**src/hdl/nvc_pkg.sv**
```systemverilog
// Operation
// - with select pin low, writing one to bit 1 of control starts reset and reload
// - the reload bit clears itself when the reset and reload is done
// - write-enable bit zero, its reset value, blocks every write into the store
// - write-enable bit one permits software-started saves into the store
// - writing one to bit 0 of the save register starts a save
// - the save bit clears once the save into the store has fully completed
// - control bits 7 to 2 and save bits 7 to 1 have no function
// - busy status reads one while a transfer runs, zero once finished
package nvc_pkg;
   localparam logic [11:0] NVC_ADDR_BUSY = 12'hB00;
   localparam logic [11:0] NVC_ADDR_ERROR = 12'hB01;
   localparam logic [11:0] NVC_ADDR_CONTROL = 12'hB02;
   localparam logic [11:0] NVC_ADDR_SAVE = 12'hB03;
   localparam int NVC_BIT_WREN = 0;
   localparam int NVC_BIT_RELOAD = 1;
   localparam int NVC_BIT_SAVE = 0;
   localparam int NVC_BIT_BUSY = 0;
   localparam logic [7:0] NVC_CONTROL_RESET = 8'h00;
   localparam logic [7:0] NVC_SAVE_RESET = 8'h00;
   localparam int NVC_CLK_MHZ = 50;
   localparam int NVC_IDLE_US = 10;
   localparam int NVC_IDLE_CYCLES = NVC_IDLE_US * NVC_CLK_MHZ;
   localparam int NVC_RESET_CYCLES = 4;

   // one register access from the serial control port
   typedef struct packed {
      logic wr;
      logic rd;
      logic [11:0] addr;
      logic [7:0] data;
   } nvc_req_type;

   typedef enum logic [3:0] {
      NVC_IDLE = 4'h1,
      NVC_SAVE = 4'h2,
      NVC_LOAD = 4'h4,
      NVC_RESET = 4'h8
   } nvc_state_type;
endpackage : nvc_pkg

```
**src/hdl/nvc_ctrl.sv**
```systemverilog
`timescale 1ns/100ps
module nvc_ctrl
   import nvc_pkg::*;
#(
   parameter int RESET_CYCLES = NVC_RESET_CYCLES
) (
   input wire logic MCLK,
   input wire logic RST_N,
   input wire nvc_req_type REQ,
   input wire logic NVM_SEL_PIN,
   input wire logic NVM_DONE,
   input wire logic NVM_ERR,
   output logic [7:0] RDATA,
   output logic RVALID,
   output logic NVM_SAVE_START,
   output logic NVM_LOAD_START,
   output logic NVM_WR_ALLOW,
   output logic SOFT_RESET,
   output logic BUSY
);
   nvc_state_type state_r;
   logic wren_r;
   logic reload_r;
   logic save_r;
   logic err_r;
   logic [7:0] cnt_r;
   logic wr_ctl;
   logic wr_save;
   logic save_hit;
   logic reload_hit;
   logic reset_last;

   // true while the store is moving data in either direction
   function automatic logic in_transfer(input nvc_state_type st);
      in_transfer = (st == NVC_SAVE) || (st == NVC_LOAD);
   endfunction : in_transfer

   // decode of register writes
   assign wr_ctl = REQ.wr && (REQ.addr == NVC_ADDR_CONTROL);
   assign wr_save = REQ.wr && (REQ.addr == NVC_ADDR_SAVE);

   // accepted triggers; a save needs write enable, a reload needs the pin low
   assign save_hit = (state_r == NVC_IDLE) && wr_save && REQ.data[NVC_BIT_SAVE]
      && wren_r;
   assign reload_hit = (state_r == NVC_IDLE) && wr_ctl && REQ.data[NVC_BIT_RELOAD]
      && !NVM_SEL_PIN;
   assign reset_last = (state_r == NVC_RESET) && (cnt_r == 8'(RESET_CYCLES - 1));

   // write-enable bit; upper control bits ignored
   always_ff @(posedge MCLK) begin
      if (!RST_N) begin
         wren_r <= NVC_CONTROL_RESET[NVC_BIT_WREN];
      end else if (wr_ctl) begin
         wren_r <= REQ.data[NVC_BIT_WREN];
      end
   end

   // transfer sequencer: save, or reset then load
   always_ff @(posedge MCLK) begin
      if (!RST_N) begin
         state_r <= NVC_IDLE;
         cnt_r <= 8'h00;
      end else begin
         unique case (state_r)
            NVC_IDLE: begin
               if (save_hit) begin
                  state_r <= NVC_SAVE;
               end else if (reload_hit) begin
                  state_r <= NVC_RESET;
                  cnt_r <= 8'h00;
               end
            end
            NVC_SAVE: begin
               if (NVM_DONE) begin
                  state_r <= NVC_IDLE;
               end
            end
            NVC_RESET: begin
               cnt_r <= cnt_r + 8'h01;
               if (reset_last) begin
                  state_r <= NVC_LOAD;
               end
            end
            NVC_LOAD: begin
               if (NVM_DONE) begin
                  state_r <= NVC_IDLE;
               end
            end
         endcase
      end
   end

   // self-clearing trigger bits track the sequencer
   always_ff @(posedge MCLK) begin
      if (!RST_N) begin
         save_r <= NVC_SAVE_RESET[NVC_BIT_SAVE];
         reload_r <= 1'b0;
      end else begin
         if (save_hit) begin
            save_r <= 1'b1;
         end else if (state_r == NVC_SAVE && NVM_DONE) begin
            save_r <= 1'b0;
         end
         if (reload_hit) begin
            reload_r <= 1'b1;
         end else if (state_r == NVC_LOAD && NVM_DONE) begin
            reload_r <= 1'b0;
         end
      end
   end

   // error flag of the last transfer
   always_ff @(posedge MCLK) begin
      if (!RST_N) begin
         err_r <= 1'b0;
      end else if (in_transfer(state_r) && NVM_DONE) begin
         err_r <= NVM_ERR;
      end
   end

   // start pulses to the store, one cycle each
   always_ff @(posedge MCLK) begin
      if (!RST_N) begin
         NVM_SAVE_START <= 1'b0;
         NVM_LOAD_START <= 1'b0;
      end else begin
         NVM_SAVE_START <= save_hit;
         NVM_LOAD_START <= reset_last;
      end
   end

   // store write permission only while an enabled save runs
   always_ff @(posedge MCLK) begin
      if (!RST_N) begin
         NVM_WR_ALLOW <= 1'b0;
      end else begin
         NVM_WR_ALLOW <= wren_r && (state_r == NVC_SAVE);
      end
   end

   // chip reset level and transfer status
   always_ff @(posedge MCLK) begin
      if (!RST_N) begin
         SOFT_RESET <= 1'b0;
         BUSY <= 1'b0;
      end else begin
         SOFT_RESET <= state_r == NVC_RESET;
         BUSY <= in_transfer(state_r);
      end
   end

   // read strobe echoed one cycle later
   always_ff @(posedge MCLK) begin
      if (!RST_N) begin
         RVALID <= 1'b0;
      end else begin
         RVALID <= REQ.rd;
      end
   end

   // read data; unused bits read zero
   always_ff @(posedge MCLK) begin
      if (!RST_N) begin
         RDATA <= 8'h00;
      end else begin
         RDATA <= 8'h00;
         if (REQ.rd) begin
            unique case (REQ.addr)
               NVC_ADDR_BUSY: RDATA <= {7'h00, in_transfer(state_r)};
               NVC_ADDR_ERROR: RDATA <= {7'h00, err_r};
               NVC_ADDR_CONTROL: RDATA <= {6'h00, reload_r, wren_r};
               NVC_ADDR_SAVE: RDATA <= {7'h00, save_r};
               default: RDATA <= 8'h00;
            endcase
         end
      end
   end

   // checks on protection and save triggering
   a_save_blocked: assert property (@(posedge MCLK) disable iff (!RST_N)
      (wr_save && !wren_r) |=> !NVM_SAVE_START) else $error("save while protected");
   a_allow_blocked: assert property (@(posedge MCLK) disable iff (!RST_N)
      !wren_r |=> !NVM_WR_ALLOW) else $error("store writes allowed while protected");
   a_save_start: assert property (@(posedge MCLK) disable iff (!RST_N)
      (state_r == NVC_IDLE && wr_save && REQ.data[0] && wren_r) |=> NVM_SAVE_START && save_r)
      else $error("save not started");
   a_save_refused: assert property (@(posedge MCLK) disable iff (!RST_N)
      (state_r != NVC_IDLE) |=> !NVM_SAVE_START) else $error("save started while not idle");

   // checks on the self-clearing save bit and the busy flag
   a_save_hold: assert property (@(posedge MCLK) disable iff (!RST_N)
      (state_r == NVC_SAVE && !NVM_DONE) |=> save_r && BUSY)
      else $error("save bit dropped early");
   a_save_clear: assert property (@(posedge MCLK) disable iff (!RST_N)
      (state_r == NVC_SAVE && NVM_DONE) |=> !save_r && state_r == NVC_IDLE)
      else $error("save bit stuck");
   a_busy_flag: assert property (@(posedge MCLK) disable iff (!RST_N)
      BUSY == $past(state_r == NVC_SAVE || state_r == NVC_LOAD)) else $error("busy wrong");
   a_idle_quiet: assert property (@(posedge MCLK) disable iff (!RST_N)
      (state_r == NVC_IDLE) |=> !SOFT_RESET && !BUSY) else $error("activity while idle");

   // checks on the soft reset and reload sequence
   a_reload_go: assert property (@(posedge MCLK) disable iff (!RST_N)
      (state_r == NVC_IDLE && wr_ctl && REQ.data[1] && !NVM_SEL_PIN && !(wr_save && wren_r))
      |=> reload_r ##1 SOFT_RESET) else $error("reload not started");
   a_reset_len: assert property (@(posedge MCLK) disable iff (!RST_N)
      $rose(SOFT_RESET) |-> SOFT_RESET [*4] ##1 !SOFT_RESET) else $error("reset length");
   a_load_after: assert property (@(posedge MCLK) disable iff (!RST_N)
      $rose(SOFT_RESET) |-> ##3 NVM_LOAD_START) else $error("load not started after reset");
   a_reload_pin: assert property (@(posedge MCLK) disable iff (!RST_N)
      (state_r == NVC_IDLE && wr_ctl && NVM_SEL_PIN && !wr_save)
      |=> state_r == NVC_IDLE && !reload_r && !SOFT_RESET)
      else $error("reload with pin high");
   a_reload_hold: assert property (@(posedge MCLK) disable iff (!RST_N)
      (state_r == NVC_LOAD && !NVM_DONE) |=> reload_r) else $error("reload bit dropped early");
   a_reload_clear: assert property (@(posedge MCLK) disable iff (!RST_N)
      (state_r == NVC_LOAD && NVM_DONE) |=> !reload_r) else $error("reload bit stuck");

   // read-back of the unused bits
   a_unused_bits: assert property (@(posedge MCLK) disable iff (!RST_N)
      RVALID |-> RDATA[7:2] == 6'h00) else $error("unused bits set");

   // main scenarios
   c_save: cover property (@(posedge MCLK) disable iff (!RST_N)
      state_r == NVC_SAVE ##[1:20] state_r == NVC_IDLE);
   c_reload: cover property (@(posedge MCLK) disable iff (!RST_N)
      state_r == NVC_LOAD ##[1:20] state_r == NVC_IDLE);
   c_blocked: cover property (@(posedge MCLK) disable iff (!RST_N) wr_save && !wren_r);
   c_pin_high: cover property (@(posedge MCLK) disable iff (!RST_N)
      wr_ctl && REQ.data[NVC_BIT_RELOAD] && NVM_SEL_PIN);
   c_store_err: cover property (@(posedge MCLK) disable iff (!RST_N)
      in_transfer(state_r) && NVM_DONE && NVM_ERR);
endmodule : nvc_ctrl

```
**config.mk**
```make
export PLATFORM = sky130hd
export DESIGN_NAME = nvc_ctrl
export DESIGN_NICKNAME = d
export VERILOG_FILES = /design/src/hdl/nvc_pkg.sv /design/src/hdl/nvc_ctrl.sv
export SDC_FILE = /design/constraint.sdc
export NUM_CORES = 1
export LEC_CHECK = 0
export ABC_AREA = 1
export BUFFER_PORTS_ARGS = -buffer_cell sky130_fd_sc_hd__buf_4
export CORE_MARGIN = 2
export CORE_UTILIZATION = 48
export CTS_BUF_LIST = sky130_fd_sc_hd__clkbuf_8
export CTS_CLUSTER_DIAMETER = 30
export DETAILED_ROUTE_END_ITERATION = 8
export PLACE_DENSITY_LB_ADDON = 0.08
export SLEW_MARGIN = 30
export SYNTH_ARGS = -nofsm -noshare
export SYNTH_HDL_FRONTEND = slang
export SYNTH_SLANG_ARGS = --single-unit
```
**constraint.sdc**
```tcl
create_clock -name MCLK -period 2.01 [get_ports MCLK]
set_input_delay 0.402 -clock MCLK [delete_from_list [all_inputs] [get_ports MCLK]]
set_output_delay 0.402 -clock MCLK [all_outputs]
set_load 0.1 [all_outputs]
```
======== Word-level counts from Yosys, hierarchy flattened ========
Index checks and enable logic that the tools add are counted.
storage, ports and cells
  output and inout port bits .............. 14
  flip-flop bits (word level) ............. 30
  bits of input ports ..................... 27
cells by class
  muxes and demuxes ....................... 13
  equality and inequality tests ........... 14
  reductions and logical operators ........ 22
  add/subtract/negate cells ............... 1
operator list
  cell                                                  count
  equality test 12 bit (second input constant)          4
  2-to-1 mux 4 bit                                      4
  2-to-1 mux 8 bit                                      2
  case mux 8 bit (2 select lines)                       1
  logical AND 1 bit                                     13
  case mux 4 bit (3 select lines)                       1
  adder 8 x 1 -> 8 bit (second input constant)          1
  equality test 8 x 2 -> 1 bit (second input constant)  1
  case mux 2 bit (4 select lines)                       1
  != test 2 bit (second input constant)                 3
  AND reduction 3 bit                                   2
  nonzero test 2 bit                                    3
  equality test 4 x 1 -> 1 bit (second input constant)  1
  equality test 4 x 2 -> 1 bit (second input constant)  1
  equality test 4 x 3 -> 1 bit (second input constant)  1
  equality test 4 bit (second input constant)           1
  2-to-1 mux 1 bit                                      4
  != test 3 bit (second input constant)                 1
  != test 2 x 1 -> 1 bit (second input constant)        1
  AND reduction 2 bit                                   1
  OR reduction 2 bit                                    1
  zero test 1 bit                                       1
  logical OR 1 bit                                      1

======== Longest topological paths before layout ========
  depth in word-level cells ............... 8
  gate-level depth with buffers ........... 12

======== Worst setup path after synthesis ========
Ideal clock, no wire load.
  kind .................................... input to register
  start point ............................. in REQ[18] (netlist bit)
  end point ............................... reg cnt_r[3]
  path slack .............................. 0.644 ns
  cell stages on the path ................. 10
  arrival time ............................ 1.251 ns
  path buffers ............................ 0
  setup time .............................. 0.114 ns
  cells stage by stage .................... inv_1 nand2_1 nor2_2 nand2_1 nor2_4 nand3_4 nand2_4 nor2_2 nor2_4 nor2_1
between the ends
  cells in the longest elaborated chain, start to end .. 7
RTL lines
  item                                                      RTL line                        RTL
  start: declaration                                        nvc_ctrl.sv:9                   input wire nvc_req_type REQ,
  equality test 12 bit, on equally long branches            nvc_ctrl.sv:39, nvc_ctrl.sv:40
  logical AND 1 bit, on equally long branches               nvc_ctrl.sv:39, nvc_ctrl.sv:40
  logical AND 1 bit, on equally long branches (2 in a row)  nvc_ctrl.sv:45, nvc_ctrl.sv:43
  logical AND 1 bit, on equally long branches               nvc_ctrl.sv:46, nvc_ctrl.sv:44
  != test 2 bit (no line)                                   --
  AND reduction 3 bit (no line) (*)                         --
  end signal: assignment                                    nvc_ctrl.sv:79                  cnt_r <= cnt_r + 8'h01;
  end: declaration                                          nvc_ctrl.sv:26                  logic [7:0] cnt_r;
Every way passes the cells marked *; elsewhere a longest branch is shown, timed or not.
A chain may end at the register's enable or synchronous reset.

======== Final worst setup path ========
  start point ............................. reg cnt_r[0]
  end point ............................... reg cnt_r[6]
between the ends
  cells in the longest elaborated chain, start to end .. 2
RTL lines
  item                             RTL line        RTL
  adder 8 x 1 -> 8 bit             nvc_ctrl.sv:79
  case mux 8 bit (2 select lines)  nvc_ctrl.sv:64  unique case (state_r)
No other way between the ends.

==> results.json <==
{
  "status": "completed",
  "peakVddDrop_mv": 0.705,
  "max_stage_delay_ns": 0.40,
  "cts_resized": 0,
  "final_area_um2": 1590,
  "cp_max_fo": 5,
  "period_share_pct": 74.1,
  "cts_buffers": 3,
  "io_pins": 41,
  "ys_seq_elements": 24,
  "clock.fmax_mhz": 672,
  "core_area_um2": 2520,
  "cpLargestDelayFamily": "simple AND/OR/NAND/NOR gates",
  "crit_type": "flip-flop to flip-flop",
  "power.share.combinational_pct": 35.1,
  "grt_use_total_pct": 19.4,
  "setup_viol": 0,
  "pwr-share-seq_pct": 37.1,
  "placed_cell_area_um2": 1520,
  "async_flop_share_pct": 0,
  "via_per_inst": 5.02,
  "worstPathCellList": "ha_1 -> inv_1 -> nor3_1 -> and3_1 -> nand2_1 -> nand2_1 -> nand2_1 -> nor2_1",
  "p_clk_share_pct": 27.8,
  "tns_ns": 0,
  "dieWidth_um": 56.2,
  "detailroute.via_count": 1256,
  "critPathSlowestCell": "dfxtp_1",
  "crit_top_cell": "nand2_1",
  "finalNonFillerCells": 250,
  "grt_max_degree": 15,
  "syn-instance-count": 191,
  "synth_seq_area_share_pct": 36.7,
  "cts_tree": "done",
  "switching_share_pct": 37.9,
  "drt_iter0_markers": 33,
  "total_power_uw": 1540,
  "clock_latency_ns": 0.27,
  "end_kind": "flip-flop",
  "start_kind": "flip-flop",
  "initial_core_util_pct": 51.9,
  "netlist.area_leader.share_pct": 36.7,
  "antenna_cells": 0,
  "crit_buf_inv": 1,
  "cp.arrival_ns": 1.71,
  "rsz0062_at_grt": "no",
  "clk_path_buf_depth": 2,
  "ctsHoldBuffers": 0,
  "p_per_area_nw_per_um2": 969,
  "synthTopCellsByCount": "41 x nand2_1, 28 x inv_1, 24 x dfxtp_1",
  "avgSynthCellArea_um2": 6.86,
  "maxCapViolCount": 0,
  "whs_ns": 0.356,
  "yosysUniqueCellTypes": 27,
  "drive_above_1_share_pct": 25.5,
  "detail-route-antenna-nets": 0,
  "worstPathRequired_ns": 2.23,
  "dr.pass1.iters": 4,
  "die_area_um2": 3160,
  "finalCriticalPeriod_ns": 1.49,
  "rows": 18,
  "gp_congestion": 0.825,
  "antenna_found_initial": 0,
  "finalWirelength_um": 2840,
  "clkTransAtPathRegs_ns": 0.09,
  "synth-edff-count": 0,
  "drv_slew": 0,
  "nets": 249,
  "switchingPower_uw": 585,
  "grt_pass1_wl_um": 4980,
  "power.internal_uw": 959,
  "route.detailed.drc": 0,
  "synth_top_area_cell": "dfxtp_1",
  "synth_area_leaders": "dfxtp_1 37%, nand2_1 12%, inv_1 8.0%",
  "die_h_um": 56.2,
  "grt_overflow": 0,
  "p_leak_uw": 0.000770,
  "yosysWarnings": 0,
  "finalHoldViolations": 0,
  "cts.sink_count": 24,
  "area_growth_pct": 21.7,
  "hp-class": "primary input to flip-flop",
  "place.port_buffers": 28,
  "dp.cells": 246,
  "wire_per_inst_um": 11.4,
  "synth_most_common_cell": "nand2_1",
  "yosys_most_used_dff": "dfxtp_1",
  "dp_hpwl_um": 2300,
  "cts_setup_buffers": 0,
  "fin_skew_ns": 0.00597,
  "cts_root_buf": "clkbuf_8",
  "grt_pass1_vias": 1198,
  "cts.htree.levels": 1,
  "synthesis.area_um2": 1310
}
-- kinds of logic after synthesis --
family	count (synthesis)	share of synthesized area, %
buffers and inverters	41	13.6
DFF	24	36.7
and+or+nand+nor	105	40.3
adders and majority gates	1	0.955
AOI/OAI and AO/OA	19	8.21
other	1	0.286
-- area by class of cell --
cell class / instances / area, um2
repair buffers: 28 / 210
inverters: 33 / 124
well taps: 30 / 37.5
clock buffers: 3 / 41.3
fillers: 236 / 928
flip-flops and latches: 24 / 480
multi-input cells: 131 / 671
clock inverters: 1 / 30.0
-- worst min-delay path, cell delays in order --
cell,delay (ns)
buf_4,0.08
nand2_1,0.04
inv_1,0.07
-- stage by stage --
step | util [%] | setup WS, ns
after CTS | 63.2 | 0.541
final | 63.2 | 0.521
after floorplan | - | 0.644
after detailed placement | 60.4 | 0.344
after global routing | 63.2 | 0.359
after global placement | 60.4 | 0.379
-- final timing paths --
| path | slack (ns) | endpoint | from | depth (start not counted) |
|---|---|---|---|---|
| max | 0.52 | cnt_r[6]$_SDFFE_PN0P_ | cnt_r[0]$_SDFFE_PN0P_ | 8 |
| min | 0.36 | RVALID$_SDFF_PN0_ | REQ[20] | 3 |
| max reg2reg | 0.52 | cnt_r[6]$_SDFFE_PN0P_ | cnt_r[0]$_SDFFE_PN0P_ | 8 |
| min reg2reg | 0.46 | RDATA[1]$_SDFF_PN0_ | reload_r$_SDFFE_PN0P_ | 2 |
-- state kept, by name (all words and copies together), names as in the netlist --
signal          cells
save_r              1
reload_r            1
cnt_r               8
RVALID              1
wren_r              1
RDATA               2
err_r               1
state_r             4
BUSY                1
NVM_SAVE_START      1
NVM_WR_ALLOW        1
NVM_LOAD_START      1
SOFT_RESET          1
-- cell usage in the layout (no fill, tap or decap), drive strengths merged --
| cell type | n |
|---|---|
| nor2 | 27 |
| o21ai | 6 |
| nor3 | 7 |
| nand4 | 4 |
| clkbuf | 3 |
| a41o | 1 |
| nand2 | 46 |
| a21oi | 9 |
| a211oi | 1 |
| inv | 33 |
| conb | 6 |
| ha | 1 |
| o211ai | 2 |
| bufinv | 1 |
| buf | 28 |
| or2 | 1 |
| nand3 | 19 |
| dfxtp | 24 |
| and3 | 1 |
-- per-layer routing --
metal,track usage [%],wire length (um)
met4,6.46,47
met2,31.4,1330
met1,26.2,1310
met5,0,0
met3,3.02,150
-- power by group through the flow --
stage / clock network (uW) / registers, uW / logic, uW
after floorplan: 0 / 618 / 399
after global placement: 0 / 579 / 525
after detailed placement: 0 / 584 / 541
after CTS: 433 / 573 / 544
after global routing: 449 / 579 / 592
final: 430 / 573 / 542
Power figures use the tool's default switching activity.
